==> config.mk <==
export PLATFORM = sky130hd
export DESIGN_NAME = serial_port_config_and_paging_regs
export DESIGN_NICKNAME = d
export VERILOG_FILES = /design/src/rtl/cfg_regs_pkg.sv /design/src/rtl/serial_port_config_and_paging_regs.sv
export SDC_FILE = /design/constraint.sdc
export NUM_CORES = 1
export LEC_CHECK = 0
export BUFFER_PORTS_ARGS = -buffer_cell sky130_fd_sc_hd__buf_2
export CORE_ASPECT_RATIO = 1.2
export CORE_MARGIN = 3
export CORE_UTILIZATION = 35
export CTS_CLUSTER_DIAMETER = 150
export DETAILED_ROUTE_END_ITERATION = 6
export HOLD_SLACK_MARGIN = 0.12
export PLACE_DENSITY = 0.58
export SETUP_SLACK_MARGIN = 0.4
export SLEW_MARGIN = 40
export SYNTH_ARGS = -nofsm -noshare
export SYNTH_HDL_FRONTEND = slang
export SYNTH_SLANG_ARGS = --single-unit
==> constraint.sdc <==
create_clock -name i_mclk -period 2.93 [get_ports i_mclk]
set_input_delay 0.586 -clock i_mclk [delete_from_list [all_inputs] [get_ports i_mclk]]
set_output_delay 0.586 -clock i_mclk [all_outputs]
set_load 0.05 [all_outputs]
==> src/rtl/cfg_regs_pkg.sv <==
// Behaviour
// (RQ1) Writing 1 to bit 0 of the interface configuration register starts a soft reset, and the bit clears itself when that reset is done.
// (RQ2) With the address-step bit (bit 2) at 1 the register address goes up by one after each byte of a multibyte transfer.
// (RQ3) With the address-step bit at 0, its reset value, the register address goes down by one after each byte of a multibyte transfer.
// (RQ4) The bit-order bit (bit 1) sets the order of incoming and outgoing serial data, 1 for least significant bit first and 0 for most significant first.
// (RQ5) A read-only 8-bit product type register holds a fixed code that marks the part as a high-speed converter.
// (RQ6) A 2-bit channel page field, reset to 3, chooses which channel's per-channel feature registers reads and writes reach.
// (RQ7) With the page field at 3, writes to paged registers reach both channels and reads return channel 0.
// (RQ8) Paging applies only to 0x013-0x014, 0x034-0x03d, 0x110-0x124 and 0x135-0x14c; every other address ignores the page field.
// (RQ9) Bits 7 to 4 of the interface configuration register are read-only copies of bits 0 to 3, and writes to them are ignored.
// (RQ10) Page value 1 routes paged reads and writes to channel 0 only, and page value 2 routes them to channel 1 only.
package cfg_regs_pkg;

    // register offsets
    localparam logic [11:0] ADDR_INTF_CFG = 12'h000;
    localparam logic [11:0] ADDR_PROD_TYPE = 12'h003;
    localparam logic [11:0] ADDR_PROD_ID_LO = 12'h004;
    localparam logic [11:0] ADDR_PROD_ID_HI = 12'h005;
    localparam logic [11:0] ADDR_GRADE_REV = 12'h006;
    localparam logic [11:0] ADDR_PAGE_SEL = 12'h008;

    // paged address ranges
    localparam logic [11:0] PAGED_A_LO = 12'h013;
    localparam logic [11:0] PAGED_A_HI = 12'h014;
    localparam logic [11:0] PAGED_B_LO = 12'h034;
    localparam logic [11:0] PAGED_B_HI = 12'h03d;
    localparam logic [11:0] PAGED_C_LO = 12'h110;
    localparam logic [11:0] PAGED_C_HI = 12'h124;
    localparam logic [11:0] PAGED_D_LO = 12'h135;
    localparam logic [11:0] PAGED_D_HI = 12'h14c;

    // interface configuration field positions
    localparam int SRST_BIT = 0;
    localparam int ORDER_BIT = 1;
    localparam int STEP_BIT = 2;
    localparam int SDO_BIT = 3;

    // reset values
    localparam logic INTF_BIT_RST = 1'b0;
    localparam logic [1:0] PAGE_RST = 2'h3;

    // page encodings
    localparam logic [1:0] PAGE_CH0 = 2'h1;
    localparam logic [1:0] PAGE_CH1 = 2'h2;
    localparam logic [1:0] PAGE_BOTH = 2'h3;

    // identity codes, values are arbitrary
    localparam logic [7:0] PRODUCT_CLASS_CODE = 8'h0a;
    localparam logic [7:0] PART_ID_LOW_BYTE = 8'h3c;
    localparam logic [7:0] PART_ID_HIGH_BYTE = 8'h7e;
    localparam logic [3:0] PART_GRADE_FIELD = 4'h2;
    localparam logic [3:0] SILICON_REVISION_FIELD = 4'h1;

    // soft reset duration
    localparam int CLK_MHZ = 20;
    localparam int SOFT_RST_NS = 200;
    localparam logic [3:0] SOFT_RST_CYCLES = 4'((SOFT_RST_NS * CLK_MHZ + 999) / 1000);

    typedef enum logic {
        ST_IDLE = 1'b0,
        ST_SRST = 1'b1
    } cfg_state_t;

endpackage

==> src/rtl/serial_port_config_and_paging_regs.sv <==
`timescale 1ns/1ps
`default_nettype none
module serial_port_config_and_paging_regs
    import cfg_regs_pkg::*;
(
    input wire logic i_mclk,
    input wire logic i_rst,
    input wire logic i_ce,
    input wire logic [11:0] i_addr,
    input wire logic i_wr,
    input wire logic i_rd,
    input wire logic [7:0] i_wdata,
    input wire logic [7:0] i_ch0_rdata,
    input wire logic [7:0] i_ch1_rdata,
    input wire logic [7:0] i_com_rdata,
    output logic [7:0] o_rdata,
    output logic o_rvalid,
    output logic [11:0] o_next_addr,
    output logic o_bit_order_select,
    output logic o_address_step_direction,
    output logic o_serial_out_enable,
    output logic o_soft_reset,
    output logic [1:0] o_ch_wr,
    output logic o_com_wr,
    output logic [11:0] o_wr_addr,
    output logic [7:0] o_wr_data
);

    typedef struct packed {
        cfg_state_t st;
        logic [3:0] cnt;
        logic srst_bit;
        logic order;
        logic step;
        logic sdo;
        logic [1:0] page;
        logic [7:0] rdata;
        logic rvalid;
        logic [11:0] next_addr;
        logic [1:0] ch_wr;
        logic com_wr;
        logic [11:0] wr_addr;
        logic [7:0] wr_data;
    } regs_t;

    regs_t r_r;
    regs_t r_nxt;

    // address falls in one of the paged ranges
    function automatic logic is_paged(input logic [11:0] a);
        is_paged = (a >= PAGED_A_LO && a <= PAGED_A_HI) || (a >= PAGED_B_LO && a <= PAGED_B_HI) ||
                   (a >= PAGED_C_LO && a <= PAGED_C_HI) || (a >= PAGED_D_LO && a <= PAGED_D_HI);
    endfunction

    // address is held in this bank
    function automatic logic is_local(input logic [11:0] a);
        is_local = (a == ADDR_INTF_CFG) || (a == ADDR_PROD_TYPE) || (a == ADDR_PROD_ID_LO) ||
                   (a == ADDR_PROD_ID_HI) || (a == ADDR_GRADE_REV) || (a == ADDR_PAGE_SEL);
    endfunction

    // channel write enables from the page field
    function automatic logic [1:0] page_wr(input logic [1:0] pg);
        unique case (pg)
            PAGE_CH0: page_wr = 2'h1; // RQ10
            PAGE_CH1: page_wr = 2'h2; // RQ10
            PAGE_BOTH: page_wr = 2'h3; // RQ7
            default: page_wr = 2'h0;
        endcase
    endfunction

    // next state
    always_comb begin
        r_nxt = r_r;
        r_nxt.rvalid = 1'b0;
        r_nxt.ch_wr = 2'h0;
        r_nxt.com_wr = 1'b0;
        // multibyte address stepping
        if (i_wr || i_rd) begin
            if (r_r.step) begin
                r_nxt.next_addr = i_addr + 12'h001; // RQ2
            end else begin
                r_nxt.next_addr = i_addr - 12'h001; // RQ3
            end
        end
        // read mux
        if (i_rd) begin
            r_nxt.rvalid = 1'b1;
            if (is_paged(i_addr)) begin
                r_nxt.rdata = (r_r.page == PAGE_CH1) ? i_ch1_rdata : i_ch0_rdata; // RQ7 RQ10
            end else begin
                unique case (i_addr)
                    ADDR_INTF_CFG: r_nxt.rdata = {r_r.srst_bit, r_r.order, r_r.step, r_r.sdo,
                                                  r_r.sdo, r_r.step, r_r.order, r_r.srst_bit}; // RQ9
                    ADDR_PROD_TYPE: r_nxt.rdata = PRODUCT_CLASS_CODE; // RQ5
                    ADDR_PROD_ID_LO: r_nxt.rdata = PART_ID_LOW_BYTE;
                    ADDR_PROD_ID_HI: r_nxt.rdata = PART_ID_HIGH_BYTE;
                    ADDR_GRADE_REV: r_nxt.rdata = {PART_GRADE_FIELD, SILICON_REVISION_FIELD};
                    ADDR_PAGE_SEL: r_nxt.rdata = {6'h00, r_r.page}; // RQ6
                    default: r_nxt.rdata = i_com_rdata; // RQ8
                endcase
            end
        end
        // external write routing
        if (i_wr && !is_local(i_addr)) begin
            r_nxt.wr_addr = i_addr;
            r_nxt.wr_data = i_wdata;
            if (is_paged(i_addr)) begin
                r_nxt.ch_wr = page_wr(r_r.page); // RQ6
            end else begin
                r_nxt.com_wr = 1'b1; // RQ8
            end
        end
        // local writes and soft reset sequence
        unique case (r_r.st)
            ST_IDLE: begin
                if (i_wr && i_addr == ADDR_INTF_CFG) begin
                    r_nxt.order = i_wdata[ORDER_BIT]; // RQ4
                    r_nxt.step = i_wdata[STEP_BIT];
                    r_nxt.sdo = i_wdata[SDO_BIT];
                    if (i_wdata[SRST_BIT]) begin
                        r_nxt.srst_bit = 1'b1; // RQ1
                        r_nxt.cnt = SOFT_RST_CYCLES;
                        r_nxt.st = ST_SRST;
                    end
                end
                if (i_wr && i_addr == ADDR_PAGE_SEL) begin
                    r_nxt.page = i_wdata[1:0]; // RQ6
                end
            end
            ST_SRST: begin
                // local writes ignored until the soft reset ends
                r_nxt.cnt = r_r.cnt - 4'h1;
                if (r_r.cnt == 4'h1) begin
                    r_nxt.srst_bit = 1'b0; // RQ1
                    r_nxt.order = INTF_BIT_RST;
                    r_nxt.step = INTF_BIT_RST;
                    r_nxt.sdo = INTF_BIT_RST;
                    r_nxt.page = PAGE_RST;
                    r_nxt.st = ST_IDLE;
                end
            end
        endcase
    end

    // state register, frozen while clock enable is low
    always_ff @(posedge i_mclk or posedge i_rst) begin
        if (i_rst) begin
            r_r <= '{st: ST_IDLE, cnt: 4'h0, srst_bit: 1'b0, order: INTF_BIT_RST, step: INTF_BIT_RST,
                     sdo: INTF_BIT_RST, page: PAGE_RST, rdata: 8'h00, rvalid: 1'b0,
                     next_addr: 12'h000, ch_wr: 2'h0, com_wr: 1'b0, wr_addr: 12'h000, wr_data: 8'h00};
        end else if (i_ce) begin
            r_r <= r_nxt;
        end
    end

    // outputs straight from the state register
    assign o_rdata = r_r.rdata;
    assign o_rvalid = r_r.rvalid;
    assign o_next_addr = r_r.next_addr;
    assign o_bit_order_select = r_r.order; // RQ4
    assign o_address_step_direction = r_r.step;
    assign o_serial_out_enable = r_r.sdo;
    assign o_soft_reset = r_r.srst_bit;
    assign o_ch_wr = r_r.ch_wr;
    assign o_com_wr = r_r.com_wr;
    assign o_wr_addr = r_r.wr_addr;
    assign o_wr_data = r_r.wr_data;
endmodule
`default_nettype wire

==> flow_metrics.env <==
export IMPL_status="finished clean"
export IMPL_finalHoldViolations=0
export IMPL_clock_root_buffer="clkbuf_16"
export IMPL_track_usage_pct=15.3
export IMPL_globalplace_congestion=0.842
export IMPL_dpl_hpwl_mm=6.53
export IMPL_die_w_um=98.3
export IMPL_clock_skew_final_ns=0.00638
export IMPL_timing_rr_end="o_next_addr[9]$_DFFE_PP0P_"
export IMPL_whs_path_depth=2
export IMPL_ctsResizeCount=0
export IMPL_drcViolationCount=0
export IMPL_holdBufCountCts=0
export IMPL_period_minus_slack_ns=2.29
export IMPL_cts_tree="done"
export IMPL_post_dp_cell_area_um2=3880
export IMPL_ys_seq_area_share_pct=38.5
export IMPL_pwr_share_clk_pct=31.1
export IMPL_post_cts_buffers=0
export IMPL_clk_latency_ns=0.30
export IMPL_grt_pass1_vias=2833
export IMPL_r2r_worst_path_cells=8
export IMPL_drtPass1Iterations=4
export IMPL_grt_max_degree=56
export IMPL_start_util_pct=36.7
export IMPL_synthFlopType="dfrtp_1"
export IMPL_min_delay_start="o_next_addr[4]$_DFFE_PP0P_"
export IMPL_synth_warnings=0
export IMPL_path_max_fanout=6
export IMPL_synth_nets=430
export IMPL_cts_buffers=5
export IMPL_async_flop_share_pct=100
export IMPL_fin_tns_setup_ns=0
export IMPL_cp_end_kind="flip-flop"
export IMPL_max_cap_violations=0
export IMPL_wl_per_cell_um=15.6
export IMPL_power_leakage_nw=1.83
export IMPL_utilization_pct=41.6
export IMPL_worst_pin_slew_ns=0.701
export IMPL_setup_viol=0
export IMPL_syn_area_per_cell_um2=9.72
export IMPL_clk_pin_slew_worst_paths_ns=0.07
export IMPL_h_tree_depth=2
export IMPL_routed_wl_mm=8.51
export IMPL_die_h_um=117
export IMPL_core_area_um2=9760
export IMPL_antenna_left=0
export IMPL_synthCells=368
export IMPL_final_common_cell="buf_2"
export IMPL_final_cell_mix="96 x buf_2, 52 x dfrtp_1, 27 x nand2_1"
export IMPL_slew_headroom_pct=53.3
export IMPL_clock_path_buffers=2
export IMPL_seq_power_share_pct=38.7
export IMPL_internal_power_w=0.00147
export IMPL_gr_total_overflow=0
export IMPL_drive_gt1_share_pct=35.5
export IMPL_drv_slew=0
export IMPL_r2r_start="o_address_step_direction$_DFFE_PP0P_"
export IMPL_ir_worst_vdd_mv=0.244
export IMPL_crit_arrival_ns=2.50
export IMPL_hp_class="reg2reg"
export IMPL_grt_pass1_wl_mm=14.1
export IMPL_finalWorstSetupSlack_ns=0.641
export IMPL_switching_share_pct=35.8
export IMPL_drt_iter0_drc=170
export IMPL_cp_start_kind="flip-flop"
export IMPL_p_sw_w=0.000823
export IMPL_num_rows=39
export IMPL_fin_nets=483
export IMPL_ys_ff_latch=55
export IMPL_syn2layout_area_growth_pct=13.5
export IMPL_routed_via_count=2829
export IMPL_n_antenna_cell=0
export IMPL_synth_cell_area_um2=3580
export IMPL_crit_start="o_address_step_direction$_DFFE_PP0P_"
export IMPL_synth_edf_count=0
export IMPL_final_cell_area_um2=4060
export IMPL_comb_power_share_pct=30.2
export IMPL_ios=97
export IMPL_portBuffers=96
export IMPL_crit_type="reg2reg"
export IMPL_grt_antenna_before_repair=0
export IMPL_power_density_nw_per_um2=565
export IMPL_die_area_um2=11500
export IMPL_place_ws_ns=0.227
export IMPL_fmax_mhz=437
export IMPL_required_ns=3.14
export IMPL_cts_sinks=55
export IMPL_min_period_over_period_pct=78.1
export IMPL_rsz0062_at_grt="no"
export IMPL_timing_reg2reg_setup_slack_ns=0.64
export IMPL_yosysUniqueCellTypes=58
export IMPL_via_per_inst=5.19
export IMPL_holdPathEnd="o_next_addr[4]$_DFFE_PP0P_"
## power by group through the flow
stage	clock network [W]	logic [W]	registers [W]
after global routing	0.000764	0.000746	0.000903
after detailed placement	0	0.000699	0.000907
final	0.000713	0.000694	0.000889
after CTS	0.000740	0.000700	0.000892
after global placement	0	0.000693	0.000903
after floorplan	0	0.000637	0.000904
## through the flow
stage,power (W),instances,hold slack (ns)
after CTS,0.00233,545,0.482
after detailed placement,0.00161,537,0.466
after global placement,0.00160,537,0.459
after floorplan,0.00154,368,0.451
after global routing,0.00241,545,0.511
final,0.00230,545,0.473
## cell type report
| cell class | count | area, µm² |
|---|---|---|
| clock buffers | 6 | 139 |
| clock inverters | 2 | 38.8 |
| fillers | 1001 | 5700 |
| inverters | 12 | 45.0 |
| multi-input cells | 242 | 1740 |
| flip-flops and latches | 55 | 1380 |
| well taps | 123 | 154 |
| repair buffers | 105 | 561 |
## synthesized netlist by cell type (6+ instances only)
cell       n  area, µm²
buf_4     45        338
ha_1      12        150
o21ai_0   24        120
a21oi_1   15       75.1
a22oi_1    6       45.0
clkbuf_1   6       22.5
nor3_1     9       45.0
mux2_2    23        259
nand2_1   27        101
mux2i_1    8       80.1
xnor2_1   10       87.6
inv_1     12       45.0
nor2_1    23       86.3
dfrtp_1   53       1330
## worst max-delay path: stages (launching register included)
cell	delay [ns]
dfrtp_2	0.45
inv_1	0.20
ha_1	0.30
a211oi_1	0.23
o21bai_1	0.17
a2111oi_2	0.43
o41ai_1	0.15
xnor2_1	0.14
o21ai_0	0.14
## flip-flops by register name, summed over array words and instances (netlist names)
name,flops
o_address_step_direction,1
o_bit_order_select,1
o_ch_wr,2
o_com_wr,1
o_next_addr,12
o_rdata,8
o_rvalid,1
o_serial_out_enable,1
o_soft_reset,1
o_wr_addr,12
o_wr_data,8
r_r,7
## layer usage
| metal | track usage (%) | share of wire, % | vias to the layer above |
|---|---|---|---|
| met4 | 4.46 | 1.5 | 0 |
| met3 | 3.58 | 4.8 | 8 |
| met2 | 26.2 | 50 | 74 |
| met1 | 19.3 | 43 | 1353 |
| met5 | 0 | 0 | - |
| li1 | - | - | 1394 |
## cells by family (layout without fill, tap and decap cells)
kind of cell,Yosys count,count (layout),share of synthesized area [%]
flops,55,55,38.5
simple gates,90,90,13.2
fa+ha+maj,13,13,4.76
xor+xnor,12,12,2.94
compound gates,96,96,18.1
mux,31,31,9.48
buf+inv,71,125,13.0
## how the worst max path moves through the flow
stage | end | slack [ns] | cells after the start
after floorplan | o_next_addr[9]$_DFFE_PP0P_ | 0.52 | 8
after global placement | o_rdata[3]$_DFFE_PP0P_ | 0.32 | 7
after detailed placement | o_next_addr[9]$_DFFE_PP0P_ | 0.23 | 8
after CTS | o_next_addr[9]$_DFFE_PP0P_ | 0.44 | 8
after global routing | o_next_addr[7]$_DFFE_PP0P_ | 0.44 | 8
final | o_next_addr[9]$_DFFE_PP0P_ | 0.64 | 8
Power figures use the tool's default switching activity.
